===== src/hw/spd_params.svh =====
// Constants for the STS-1 pointer reader and DS3 de-mapper.
// Assumes one STS-1 byte per accepted transfer, MSB first on the line.
`ifndef SPD_PARAMS_SVH
`define SPD_PARAMS_SVH

// Framing
`define SPD_A1          8'hf6
`define SPD_A2          8'h28
`define SPD_COLS        7'd90
`define SPD_ROWS        4'd9
`define SPD_TOH_COLS    7'd3
`define SPD_PTR_ROW     4'd3
`define SPD_LOSS_MISSES 3'd4

// Pointer word
`define SPD_PTR_MAX     10'd782
`define SPD_EC_ROW      10'd87
`define SPD_EC_FIRST    10'd522
`define SPD_I_MASK      10'h2aa
`define SPD_D_MASK      10'h155

// SPE row layout, payload byte indices exclude POH and fixed stuff columns
`define SPD_SPE_COLS    7'd87
`define SPD_FS_COL1     7'd29
`define SPD_FS_COL2     7'd58
`define SPD_CBYTE       7'd2
`define SPD_DATA_FIRST  7'd3
`define SPD_DATA_LAST   7'd79
`define SPD_DATA_TAIL   7'd80
`define SPD_BASE_BITS   13'd5589
`define SPD_S_NOMINAL   4'd3
`define SPD_S_NEG       4'd4
`define SPD_S_POS       4'd2

`endif


===== src/hw/spd_pkg.sv =====
// Types for the STS-1 pointer reader and DS3 de-mapper.
// Assumes spd_params.svh for the numeric constants.
package spd_pkg;

    typedef enum logic [1:0] {SPD_HUNT, SPD_PRESYNC, SPD_SYNC} spd_fstate_t;

    typedef enum logic [1:0] {SPD_JUST_NOMINAL, SPD_JUST_NEG, SPD_JUST_POS, SPD_JUST_OTHER} spd_just_t;

    typedef struct packed {
        logic        in_frame;
        logic        ptr_valid;
        logic [9:0]  ptr_value;
        logic        ptr_bad;
        logic        ptr_inc;
        logic        ptr_miss;
        logic        spe_done;
        logic [12:0] spe_bits;
        spd_just_t   spe_just;
    } spd_status_t;

    typedef struct packed {
        spd_fstate_t fstate;
        logic [2:0]  misses;
        logic [7:0]  prev;
        logic [3:0]  row;
        logic [6:0]  col;
        logic [9:0]  ec_off;
        logic [7:0]  h1;
        logic [9:0]  act_ptr;
        logic        ptr_ok;
        logic        inc_pend;
        logic        skip;
        logic        spe_on;
        logic [3:0]  spe_row;
        logic [6:0]  spe_col;
        logic [6:0]  sbyte;
        logic [3:0]  s_cnt;
        logic [15:0] acc;
        logic [3:0]  acnt;
        logic        ptr_bad;
        logic        ptr_inc;
        logic        ptr_miss;
        logic        spe_done;
        logic [12:0] spe_bits;
        spd_just_t   spe_just;
    } spd_state_t;

endpackage : spd_pkg


===== src/hw/spd_fifo.sv =====
// Small flip-flop FIFO with valid/ready on both sides.
// Assumes DEPTH is a power of two.
module spd_fifo #(
    parameter int WIDTH = 8,
    parameter int DEPTH = 4
) (
    // Clock and reset
    input  wire logic             clock,
    input  wire logic             srst,
    // Fill side
    input  wire logic             in_valid,
    output logic                  in_ready,
    input  wire logic [WIDTH-1:0] in_data,
    // Drain side
    output logic                  out_valid,
    input  wire logic             out_ready,
    output logic [WIDTH-1:0]      out_data
);
    localparam int AW = $clog2(DEPTH);

    typedef struct packed {
        logic [DEPTH-1:0][WIDTH-1:0] mem;
        logic [AW-1:0]               wr;
        logic [AW-1:0]               rd;
        logic [AW:0]                 cnt;
    } spd_fifo_state_t;

    spd_fifo_state_t st;
    spd_fifo_state_t next_st;
    logic            wr_en;
    logic            rd_en;

    assign in_ready  = st.cnt != (AW+1)'(DEPTH);
    assign out_valid = st.cnt != '0;
    assign out_data  = st.mem[st.rd];
    assign wr_en     = in_valid && in_ready;
    assign rd_en     = out_valid && out_ready;

    always_comb begin
        next_st = st;
        if (wr_en) begin
            next_st.mem[st.wr] = in_data;
            next_st.wr         = st.wr + 1'b1;
        end
        if (rd_en) begin
            next_st.rd = st.rd + 1'b1;
        end
        next_st.cnt = st.cnt + (AW+1)'(wr_en) - (AW+1)'(rd_en);
    end

    always_ff @(posedge clock) begin
        if (srst) begin
            st <= '0;
        end else begin
            st <= next_st;
        end
    end

endmodule : spd_fifo


===== src/hw/spd_rx.sv =====
// STS-1 receiver: frame alignment, H1/H2 pointer reading, SPE location
// and DS3 de-mapping through the stuff indicator bits.
// Assumes the STS-1 byte stream comes from logic on the same clock.
// Summary of operation
// - Nominal SPE carries 5592 bits, three S data
// - Negative justification: 5593 bits, four S data
// - Positive justification: 5591 bits, two S data
// - Locate SPE only while frame aligned
// - Pointer is low ten bits, H1 high
// - Pointer zero means byte after H3
// - Pointer above 782 is invalid, ignored
// - Offsets count rows from H3; row0 starts 522
// - SPE may span two frames
// - One stuff opportunity bit per SPE row
// - Five indicator bits: zeros data, ones stuff
// - After increment, expect pointer plus one
`include "spd_params.svh"
module spd_rx (
    // Clock and reset
    input  wire logic            clock,
    input  wire logic            srst,
    // STS-1 byte stream
    input  wire logic            sts_valid,
    output logic                 sts_ready,
    input  wire logic [7:0]      sts_data,
    // De-mapped DS3 bytes, MSB first
    output logic                 ds3_valid,
    input  wire logic            ds3_ready,
    output logic [7:0]           ds3_data,
    // Status
    output spd_pkg::spd_status_t status
);
    import spd_pkg::*;

    spd_state_t  st;
    spd_state_t  next_st;
    logic        adv;
    logic        fifo_ready;
    logic        push;
    logic [7:0]  push_data;
    logic [9:0]  ptr_raw;
    logic [9:0]  cur_off;
    logic        ptr_ev;
    logic        inv_i;
    logic        inv_d;
    logic        j1;
    logic        s_stuff;
    logic [6:0]  scol;
    logic [3:0]  srow;
    logic [3:0]  nbits;
    logic [7:0]  nval;
    logic [15:0] acc_sum;
    logic [3:0]  cnt_sum;

    assign adv       = sts_valid && fifo_ready;
    assign sts_ready = fifo_ready;
    assign ptr_raw   = {st.h1[1:0], sts_data};
    assign ptr_ev    = adv && st.fstate == SPD_SYNC && st.row == `SPD_PTR_ROW && st.col == 7'd1;
    assign inv_i     = $countones((ptr_raw ^ st.act_ptr) & `SPD_I_MASK) >= 3;
    assign inv_d     = $countones((ptr_raw ^ st.act_ptr) & `SPD_D_MASK) >= 3;
    // Majority keeps a single bit error from flipping the decision
    assign s_stuff   = $countones(sts_data[7:3]) >= 3;

    always_comb begin
        next_st          = st;
        next_st.ptr_bad  = 1'b0;
        next_st.ptr_inc  = 1'b0;
        next_st.ptr_miss = 1'b0;
        next_st.spe_done = 1'b0;
        nbits            = 4'd0;
        nval             = 8'h00;
        j1               = 1'b0;
        scol             = st.spe_col;
        srow             = st.spe_row;
        // Offset 0 sits right after H3, later rows follow on
        cur_off = (st.row == `SPD_PTR_ROW && st.col == `SPD_TOH_COLS) ? 10'd0 : st.ec_off;
        if (adv) begin
            next_st.prev = sts_data;
            if (st.col == `SPD_COLS - 7'd1) begin
                next_st.col = 7'd0;
                next_st.row = (st.row == `SPD_ROWS - 4'd1) ? 4'd0 : st.row + 4'd1;
            end else begin
                next_st.col = st.col + 7'd1;
            end
            case (st.fstate)
                SPD_HUNT: begin
                    if (st.prev == `SPD_A1 && sts_data == `SPD_A2) begin
                        next_st.fstate = SPD_PRESYNC;
                        next_st.row    = 4'd0;
                        next_st.col    = 7'd2;
                    end
                end
                SPD_PRESYNC, SPD_SYNC: begin
                    if (st.row == 4'd0 && st.col == 7'd1) begin
                        if (st.prev == `SPD_A1 && sts_data == `SPD_A2) begin
                            next_st.misses = 3'd0;
                            next_st.fstate = SPD_SYNC;
                        end else if (st.fstate == SPD_PRESYNC || st.misses == `SPD_LOSS_MISSES - 3'd1) begin
                            next_st.misses = 3'd0;
                            next_st.fstate = SPD_HUNT;
                        end else begin
                            next_st.misses = st.misses + 3'd1;
                        end
                    end
                end
                default: begin
                    next_st.fstate = SPD_HUNT;
                end
            endcase
            // Counted from PRESYNC on, so the first aligned frame reads 522 in row 0
            if (st.fstate != SPD_HUNT && st.col >= `SPD_TOH_COLS) begin
                next_st.ec_off = (cur_off == `SPD_PTR_MAX) ? 10'd0 : cur_off + 10'd1;
            end
            if (st.fstate == SPD_SYNC) begin
                if (st.row == `SPD_PTR_ROW && st.col == 7'd0) begin
                    next_st.h1 = sts_data;
                end
                if (ptr_ev) begin
                    if (ptr_raw > `SPD_PTR_MAX) begin
                        next_st.ptr_bad = 1'b1;
                    end else if (st.ptr_ok && inv_i) begin
                        // Stuff byte follows H3 in this frame
                        next_st.act_ptr  = (st.act_ptr == `SPD_PTR_MAX) ? 10'd0 : st.act_ptr + 10'd1;
                        next_st.skip     = 1'b1;
                        next_st.inc_pend = 1'b1;
                        next_st.ptr_inc  = 1'b1;
                    end else if (!(st.ptr_ok && inv_d)) begin
                        next_st.ptr_miss = st.inc_pend && ptr_raw != st.act_ptr;
                        next_st.inc_pend = 1'b0;
                        next_st.act_ptr  = ptr_raw;
                        next_st.ptr_ok   = 1'b1;
                    end
                end
                if (st.col >= `SPD_TOH_COLS) begin
                    if (st.skip && cur_off == 10'd0) begin
                        next_st.skip = 1'b0;
                    end else begin
                        // Counters carry across the frame boundary
                        j1 = st.ptr_ok && cur_off == st.act_ptr;
                        if (j1) begin
                            scol          = 7'd0;
                            srow          = 4'd0;
                            next_st.s_cnt = 4'd0;
                        end
                        if (j1 || st.spe_on) begin
                            next_st.spe_on = 1'b1;
                            if (scol == 7'd0) begin
                                next_st.sbyte = 7'd0;
                            end else if (scol != `SPD_FS_COL1 && scol != `SPD_FS_COL2) begin
                                next_st.sbyte = st.sbyte + 7'd1;
                                if (st.sbyte == `SPD_CBYTE) begin
                                    if (!s_stuff) begin
                                        nbits         = 4'd1;
                                        nval          = {7'h00, sts_data[0]};
                                        next_st.s_cnt = next_st.s_cnt + 4'd1;
                                    end
                                end else if (st.sbyte >= `SPD_DATA_FIRST && st.sbyte <= `SPD_DATA_LAST) begin
                                    nbits = 4'd8;
                                    nval  = sts_data;
                                end else if (st.sbyte == `SPD_DATA_TAIL) begin
                                    nbits = 4'd5;
                                    nval  = {3'h0, sts_data[7:3]};
                                end
                            end
                            if (scol == `SPD_SPE_COLS - 7'd1) begin
                                next_st.spe_col = 7'd0;
                                if (srow == `SPD_ROWS - 4'd1) begin
                                    next_st.spe_on   = 1'b0;
                                    next_st.spe_done = 1'b1;
                                    next_st.spe_bits = `SPD_BASE_BITS + 13'(next_st.s_cnt);
                                    case (next_st.s_cnt)
                                        `SPD_S_NOMINAL: next_st.spe_just = SPD_JUST_NOMINAL;
                                        `SPD_S_NEG:     next_st.spe_just = SPD_JUST_NEG;
                                        `SPD_S_POS:     next_st.spe_just = SPD_JUST_POS;
                                        default:        next_st.spe_just = SPD_JUST_OTHER;
                                    endcase
                                end else begin
                                    next_st.spe_row = srow + 4'd1;
                                end
                            end else begin
                                next_st.spe_col = scol + 7'd1;
                                next_st.spe_row = srow;
                            end
                        end
                    end
                end
            end
            if (next_st.fstate != SPD_SYNC) begin
                next_st.spe_on = 1'b0;
            end
        end
        // Bit packer; at most one byte leaves per accepted line byte
        acc_sum   = (st.acc << nbits) | {8'h00, nval};
        cnt_sum   = st.acnt + nbits;
        push      = cnt_sum >= 4'd8;
        push_data = 8'h00;
        if (push) begin
            push_data = 8'(acc_sum >> (cnt_sum - 4'd8));
            cnt_sum   = cnt_sum - 4'd8;
        end
        next_st.acc  = acc_sum;
        next_st.acnt = cnt_sum;
    end

    always_ff @(posedge clock) begin
        if (srst) begin
            st <= '0;
        end else begin
            st <= next_st;
        end
    end

    // A full buffer stalls the line side through sts_ready
    spd_fifo #(
        .WIDTH (8),
        .DEPTH (4)
    ) u_fifo (
        .clock     (clock),
        .srst      (srst),
        .in_valid  (push),
        .in_ready  (fifo_ready),
        .in_data   (push_data),
        .out_valid (ds3_valid),
        .out_ready (ds3_ready),
        .out_data  (ds3_data)
    );

    assign status = '{in_frame:  st.fstate == SPD_SYNC,
                      ptr_valid: st.ptr_ok,
                      ptr_value: st.act_ptr,
                      ptr_bad:   st.ptr_bad,
                      ptr_inc:   st.ptr_inc,
                      ptr_miss:  st.ptr_miss,
                      spe_done:  st.spe_done,
                      spe_bits:  st.spe_bits,
                      spe_just:  st.spe_just};
endmodule : spd_rx


===== config.mk =====
export PLATFORM = sky130hd
export DESIGN_NAME = spd_rx
export DESIGN_NICKNAME = d
export VERILOG_FILES = /design/src/hw/spd_pkg.sv /design/src/hw/spd_fifo.sv /design/src/hw/spd_rx.sv
export VERILOG_INCLUDE_DIRS = /design/src /design/src/hw
export SDC_FILE = /design/constraint.sdc
export NUM_CORES = 1
export LEC_CHECK = 0
export ABC_AREA = 1
export BUFFER_PORTS_ARGS = -buffer_cell sky130_fd_sc_hd__buf_2
export CORE_ASPECT_RATIO = 0.6
export CORE_MARGIN = 1.5
export CORE_UTILIZATION = 50
export DETAILED_ROUTE_END_ITERATION = 10
export PLACE_DENSITY = 0.76
export SETUP_SLACK_MARGIN = 0.02
export SLEW_MARGIN = 20
export SYNTH_ARGS = -nofsm -noshare
export SYNTH_HDL_FRONTEND = slang
export SYNTH_SLANG_ARGS = --single-unit

===== constraint.sdc =====
create_clock -name clock -period 11.85 [get_ports clock]
set_input_delay 0 -clock clock [delete_from_list [all_inputs] [get_ports clock]]
set_output_delay 0 -clock clock [all_outputs]
set_load 0.005 [all_outputs]

# Word level (Yosys, flattened, before mapping)
# Index checks and enable logic that the tools add are counted.
[word_totals]
regBits = 156
inputBits = 12
[classes]
n_addsub = 28
order_cmp = 11
eq_ne = 28
shift = 2
n_mux = 89
n_bitwise = 12
n_reduce_logical = 49
[op_table]
columns = ["op", "n"]
rows = [
  ["two-way mux 4 bit", 31],
  ["two-way mux 8 bit", 12],
  ["two-way mux 23 bit", 3],
  ["two-way mux 7 bit", 7],
  ["two-way mux 11 bit", 4],
  ["two-way mux 10 bit", 4],
  ["bitwise mux 32 bit", 1],
  ["two-way mux 24 bit", 1],
  ["adder 7 x 1 -> 7 bit (second input constant)", 3],
  ["equality test 7 bit (second input constant)", 3],
  ["adder 10 x 1 -> 10 bit (second input constant)", 2],
  ["equality test 10 bit (second input constant)", 2],
  ["logical AND 1 bit", 19],
  ["AND reduction 6 bit", 3],
  ["binary-select mux 8 bit (select 2 bit)", 1],
  ["demux 8 bit (select 2 bit)", 1],
  ["two-way mux 16 bit", 1],
  ["OR 16 x 8 -> 16 bit", 1],
  ["left shift 16 x 4 -> 16 bit", 1],
  [">> shifter 16 x 4 -> 8 bit", 1],
  ["two-way mux 5 bit", 3],
  ["AND reduction 5 bit", 3],
  ["equality test 7 x 2 -> 1 bit (second input constant)", 2],
  [">= comparator 7 x 2 -> 1 bit (second input constant)", 2],
  ["other kinds (56)", 108],
]

# Depth between registers and ports, before layout
[logic_depth]
word_depth = 25
depth_mapped = 31
mapped_depth_nobuf = 29

# Cells and area by module
# From an unflattened synthesis, not the netlist that was laid out.
[hier_totals]
cells_unflattened = 1407
hier_area_um2 = 9361.5
[modules_own_cells]
columns = ["mod", "instances", "cells_each", "area_each_um2", "seq_area_each_um2"]
rows = [
  ["spd_rx", 1, 1059, 7143.1, 2082.0],
  ["spd_fifo", 1, 348, 2218.4, 780.7],
]

# Worst setup path before layout
# OpenSTA, ideal clock, no wires.
[synth_path]
kind = "flip-flop to flip-flop"
startpoint = "reg st[93] (netlist bit)"
endpoint = "reg u_fifo.st[2] (netlist bit)"
setup_time_ns = 0.070
arrival_ns = 4.045
setup_slack_ns = 7.735
stages_incl_launch_ff = 29
synth_period_minus_slack_ns = 4.115
path_cell_list = "dfxtp_1 -> ha_1 -> inv_1 -> nor2_2 -> nand2_4 -> buf_6 -> nand3_1 -> nand3_1 -> nor2_2 -> nand3_2 -> buf_6 -> o41ai_1 -> nand2_4 -> nand4_4 -> nor2_2 -> buf_4 -> ha_1 -> a31o_2 -> xnor2_1 -> xnor2_2 -> inv_4 -> nand2_4 -> inv_1 -> ha_1 -> inv_1 -> fa_1 -> inv_1 -> o21ai_0 -> a21oi_1"
[synth_between]
elab_chain_len = 24
word_cells_on_any_way = 30
cone_classes = "3 x add/sub; 2 x order compare; 4 x eq/ne; 13 x mux; 8 x reduce/logical"
[synth_rtl]
columns = ["element", "line_no", "rtl"]
rows = [
  ["from (decl)", "spd_rx.sv:35", "spd_state_t st;"],
  ["from (signal assigned)", "spd_rx.sv:209", "st <= next_st;"],
  ["equality test 7 x 2 -> 1 bit (no line)", "--", ""],
  ["logical AND 1 bit (no line)", "--", ""],
  ["two-way mux 10 bit", "spd_rx.sv:76", "cur_off = (st.row == `SPD_PTR_ROW && st.col == `SPD_TOH_COLS) ? 10'd0 : st.ec_off;"],
  ["equality test 10 bit", "spd_rx.sv:139", "j1 = st.ptr_ok && cur_off == st.act_ptr;"],
  ["logical AND 1 bit", "spd_rx.sv:139", ""],
  ["two-way mux 7 bit", "spd_rx.sv:140", "if (j1) begin"],
  ["two-way mux 7 bit", "spd_rx.sv:135", "if (st.skip && cur_off == 10'd0) begin"],
  ["two-way mux 7 bit", "spd_rx.sv:134", "if (st.col >= `SPD_TOH_COLS) begin"],
  ["(+9 left out)", "--", ""],
  ["two-way mux 4 bit *", "spd_rx.sv:114", "if (st.fstate == SPD_SYNC) begin"],
  ["two-way mux 4 bit *", "spd_rx.sv:77", "if (adv) begin"],
  ["adder 4 bit *", "spd_rx.sv:194", "cnt_sum = st.acnt + nbits;"],
  [">= comparator 4 bit *", "spd_rx.sv:195", "push = cnt_sum >= 4'd8;"],
  ["logical AND 1 bit *", "spd_fifo.sv:36", "assign wr_en = in_valid && in_ready;"],
  ["net u_fifo.wr_en", "spd_fifo.sv:30", "logic wr_en;"],
  ["adder 3 x 1 -> 3 bit *", "spd_fifo.sv:48", "next_st.cnt = st.cnt + (AW+1)'(wr_en) - (AW+1)'(rd_en);"],
  ["subtractor 3 x 1 -> 3 bit *", "spd_fifo.sv:48", ""],
  ["to (signal assigned)", "spd_fifo.sv:55", "st <= next_st;"],
  ["to (decl)", "spd_fifo.sv:28", "spd_fifo_state_t st;"],
]
# The timed path passes the listed nets; every way through them passes the cells marked *. The select of a mux whose other input is x is not followed.
# A chain may end at the register's enable or synchronous reset.

# Final worst setup path
# Same ends and word-level chain as after synthesis.

==> results.md <==
- Counting flops with an async set or reset pin after synthesis yields a share of 0%.
- The cell count after synthesis is 1304.
- The critical path's most frequent cell is sky130_fd_sc_hd__inv_1.
- Global routing finished with a remaining overflow of 0.
- The die covers 18710 um^2.
- Measured along the y axis, the die boundary spans ~110 um.
- From left edge to right edge, the die measures about 180 um.
- In the final routed layout, each cell accounts on average for around 16 um.
- The number of max-slew violations in the final report is 0.
- The number of fillers in the final layout is 1628.
- The setup TNS after final layout is 0 ns.
- The CTS tree is built.
- The pre-antenna-repair detailed-routing pass consisted of 6 iterations.
- The clock network is responsible for 42.5% of the overall power.
- The run finished with clean final reports.
- Setup slack on the critical path of the routed design comes to 6.728 ns.
- The yosys synthesis warning count is 0.
- Setup repair after global routing left no endpoint under its margin.
- Hold is met by 0.2172 ns.
- The initial core utilization is 51.61%.
- Summed over all cells, the static leakage comes to ~0.0042 uW.
- Of all nets on the critical path, the largest fanout is 19.
- The overall global routing resource usage is between 20 and 30%.
- The netlist area before placement is 8936 um^2.
- At the pin with the least slew margin, the transition time is 0.8440 ns.
- Cells with a size suffix above 1 make up 9.269% of the layout.
- The leading register cell type out of synthesis is sky130_fd_sc_hd__dfxtp_1.
- The post-route core utilization is 56.32%.
- The critical path required time is 12.22 ns.
- The clock input transition at the sequential cells of the worst setup and hold paths is 0.06 ns.
- The worst IR drop on VDD is 0.09720 mV.
- The placement-stage worst setup slack is 6.835 ns.
- In this run the clock root is driven by a sky130_fd_sc_hd__clkbuf_16.
- The core region area is 17310 um^2.
- Measured against its own limit, the worst slew margin works out to 43.74%.
- The first routing iteration left 898 violations.
- The final count of hold timing violations is 0.
- The highest-delay cell along the critical path is sky130_fd_sc_hd__nor2_2.
- In this run the tool buffered the top-level ports with 50 buffer cells.
- The classification of the worst setup path is reg -> reg.
- The number of nets still failing antenna checks after routing is 0.
- Synthesis inferred between 100 and 150 register bits.
- Averaged over all synthesized cells, the footprint is 6.853 um^2.
- Using the TritonRoute via totals, the vias-per-cell ratio works out to 5.638.
- The internal power of the cells totals 906.3 uW.
- The final layout contains 1370 nets.
- The number of diodes is 0.
- The fmax is between 0.15 and 0.2 GHz.
- The synthesis-to-finish area growth is 9.129%.
- Across the whole layout, storage elements account for 2863 um^2.
- The via count of the first global-routing pass is roughly 8000.
- The net switching share of the total power is ~29%.
- The clock buffer count from CTS is 17.
- In this design, the stage delay of the slowest critical-path cell is approximately 0.44 ns.
- The element type at the critical path start is a register.
- In this run, synthesis inferred 0 flip-flops with an integrated enable.
- The first global-routing pass estimated ~40 mm of wire.
- The detailed-route via count is 8801.
- For this run, design rule violations remaining after detail routing come to 0.
- The largest net degree at the start of global routing is 70.
- The multi-input combinational cells in the finished layout cover a total of 4994 um^2.
- The nature of the critical path endpoint is a register.
- For this run, the register share of the synthesized area comes to 32.04%.
- The max-cap check violation count is 0.
- Once the clock tree was built, the resizer swapped 0 gates to a different size.
- The combinational cell fraction of total power is 15.9%.
- The analysis attributes to net switching a power of 377.2 uW.
- The H-tree depth reported by CTS is 4.
- In this run the deepest clock path goes through 2 buffers.
- Dividing the final minimum period by the clock period gives 43.22%.
- In this run the count of I/O pins placed on the die edge is 53.
- The insertion delay of the later-clocked pin in the worst-skew pair is 0.44 ns.
- The HPWL reported at the end of detailed placement is between 15 and 20 mm.
- The initial antenna violation count is 0.
- Clock tree synthesis found a total of 143 sinks.
- The final period demand of the worst path is 5.122 ns.
- The min-delay analysis places its worst path in the category in -> reg.
- The clock tree skew after final layout is about 0.011 ns.
- The share of total power dissipated in sequential elements is 41.6%.
- The congestion estimate from routability-driven global placement came to roughly 0.96.
- The power density of the placed cells is around 130 nW/um^2.
- The floorplan has 37 rows.
- The total of endpoints with negative setup slack in the final report is 0.
- Synthesis instantiated 54 different standard cells from the library.
- Wires add up to ~25 mm.
- Data arrives at the worst endpoint at 5.49 ns.
[metal layers]
layer / up-vias / part of all wire, % / track usage, %
met5: - / 0 / 0
li1: 4336 / - / -
met3: 37 / 10 / 8.906
met4: 0 / 1.2 / 6.288
met1: 4021 / 50 / 41.28
met2: 407 / 38 / 36.90
[area by class of cell]
cell class / count / area share (%)
multi-input combinational: 918 / 51.21
sequential: 143 / 29.36
inverter: 172 / 6.659
clock buffer: 20 / 4.683
timing repair buffer: 62 / 3.721
tap: 234 / 3.002
clock inverter: 12 / 1.373
[Yosys cell counts (2+ instances only)]
library cell,instances,share of area (%)
sky130_fd_sc_hd__dfxtp_1,143,32
sky130_fd_sc_hd__a21oi_1,107,6.0
sky130_fd_sc_hd__o21a_1,2,0.17
sky130_fd_sc_hd__nor2_1,124,5.2
sky130_fd_sc_hd__o21ai_1,7,0.39
sky130_fd_sc_hd__nor3_1,19,1.1
sky130_fd_sc_hd__a31oi_1,7,0.49
sky130_fd_sc_hd__nor3b_1,2,0.17
sky130_fd_sc_hd__a221oi_1,4,0.39
sky130_fd_sc_hd__xor2_1,15,1.5
sky130_fd_sc_hd__nor2_4,5,0.63
sky130_fd_sc_hd__nand2_2,6,0.42
sky130_fd_sc_hd__nor4_1,9,0.63
sky130_fd_sc_hd__o22ai_1,15,1.1
sky130_fd_sc_hd__a22oi_1,6,0.50
sky130_fd_sc_hd__xnor2_1,7,0.69
sky130_fd_sc_hd__nand3_1,141,7.9
sky130_fd_sc_hd__xnor2_2,3,0.55
sky130_fd_sc_hd__inv_1,168,7.1
sky130_fd_sc_hd__o211ai_1,5,0.42
sky130_fd_sc_hd__a211oi_1,6,0.50
sky130_fd_sc_hd__nand3b_1,7,0.59
sky130_fd_sc_hd__fa_1,7,1.6
sky130_fd_sc_hd__buf_2,5,0.28
sky130_fd_sc_hd__o21ai_0,99,5.5
sky130_fd_sc_hd__buf_4,38,3.2
sky130_fd_sc_hd__ha_1,37,5.2
sky130_fd_sc_hd__clkbuf_1,27,1.1
sky130_fd_sc_hd__nand2_4,3,0.38
sky130_fd_sc_hd__nand2_1,217,9.1
sky130_fd_sc_hd__buf_6,2,0.25
sky130_fd_sc_hd__nor2_2,8,0.56
sky130_fd_sc_hd__nand4_1,27,1.9
sky130_fd_sc_hd__nand3_2,6,0.67
[timing repair]
action / CTS / global route
buffers inserted: 0 / 0
hold buffers: 9 / 0
endpoints found under the hold margin: 16 / 0
[cell usage in the layout (no fill, tap or decap), types with 4 or more instances in the layout]
cell                            count
sky130_fd_sc_hd__fa_1               7
sky130_fd_sc_hd__nand2_1          217
sky130_fd_sc_hd__clkinv_2           4
sky130_fd_sc_hd__xor2_1            15
sky130_fd_sc_hd__a211oi_1           6
sky130_fd_sc_hd__nor4_1             9
sky130_fd_sc_hd__nor3_1            19
sky130_fd_sc_hd__a31oi_1            7
sky130_fd_sc_hd__nor2_2             8
sky130_fd_sc_hd__o22ai_1           15
sky130_fd_sc_hd__dlygate4sd3_1      9
sky130_fd_sc_hd__nand3_2            6
sky130_fd_sc_hd__clkbuf_16         17
sky130_fd_sc_hd__o21ai_1            7
sky130_fd_sc_hd__nand4_1           27
sky130_fd_sc_hd__inv_1            168
sky130_fd_sc_hd__o21ai_0           99
sky130_fd_sc_hd__ha_1              37
sky130_fd_sc_hd__nor2_4             5
sky130_fd_sc_hd__nand3b_1           7
sky130_fd_sc_hd__a221oi_1           4
sky130_fd_sc_hd__buf_2             50
sky130_fd_sc_hd__o211ai_1           5
sky130_fd_sc_hd__nand2_2            6
sky130_fd_sc_hd__a22oi_1            6
sky130_fd_sc_hd__dfxtp_1          143
sky130_fd_sc_hd__xnor2_1            7
sky130_fd_sc_hd__nor2_1           124
sky130_fd_sc_hd__nand3_1          141
sky130_fd_sc_hd__a21oi_1          107
[state kept, by name (all words and copies together) (netlist names)]
name / flops
st: 78
u_fifo.st: 39
status: 24
ptr_raw: 2
[power by group through the flow]
stage	clock network, uW	logic [uW]	registers [uW]
2_1_floorplan	0	149	533
3_3_place_gp	0	193	542
3_5_place_dp	0	198	543
4_1_cts	550	202	533
5_1_grt	572	232	537
6_report	546	204	534
[cell families (layout without fill, tap and decap cells)]
logic type	count (synthesis)	count (layout)	share of synthesized area, %
compound gates	267	267	16.41
fa+ha+maj	44	44	6.749
simple gates	579	579	29.89
other cells	1	3	0.04196
buf+inv	245	266	12.17
flops	143	143	32.04
xor+xnor	25	25	2.702
[worst max-delay path: cells and delay by family (launching register included)]
family | cells | cell delay, ns
buffers and inverters | 6 | 0.51
adder cells (fa/ha/maj) | 4 | 1.11
AO/OA/AOI/OAI | 3 | 0.45
XOR/XNOR | 2 | 0.38
AND/OR/NAND/NOR | 13 | 2.17
flip-flops | 1 | 0.40
[worst paths after layout]
check,startpoint,endpoint,slack (ns),depth (start not counted)
min reg2reg,status[3]$_SDFFE_PP0P_,status[3]$_SDFFE_PP0P_,0.45,2
min,srst,st[112]$_SDFFE_PP0P_,0.22,3
max reg2reg,st[93]$_SDFFE_PP0P_,u_fifo.st[2]$_SDFF_PP0_,6.73,28
max,st[93]$_SDFFE_PP0P_,u_fifo.st[2]$_SDFF_PP0_,6.73,28
[through the flow]
stage               std cells  power [uW]  instance area (um^2)
floorplan                1306       681.9                  8944
finish                   1561        1284                  9752
global placement         1520       735.5                  9071
detailed placement       1520       740.9                  9071
CTS                      1561        1285                  9752
global route             1561        1342                  9752
(Power assumes the default switching activity.)
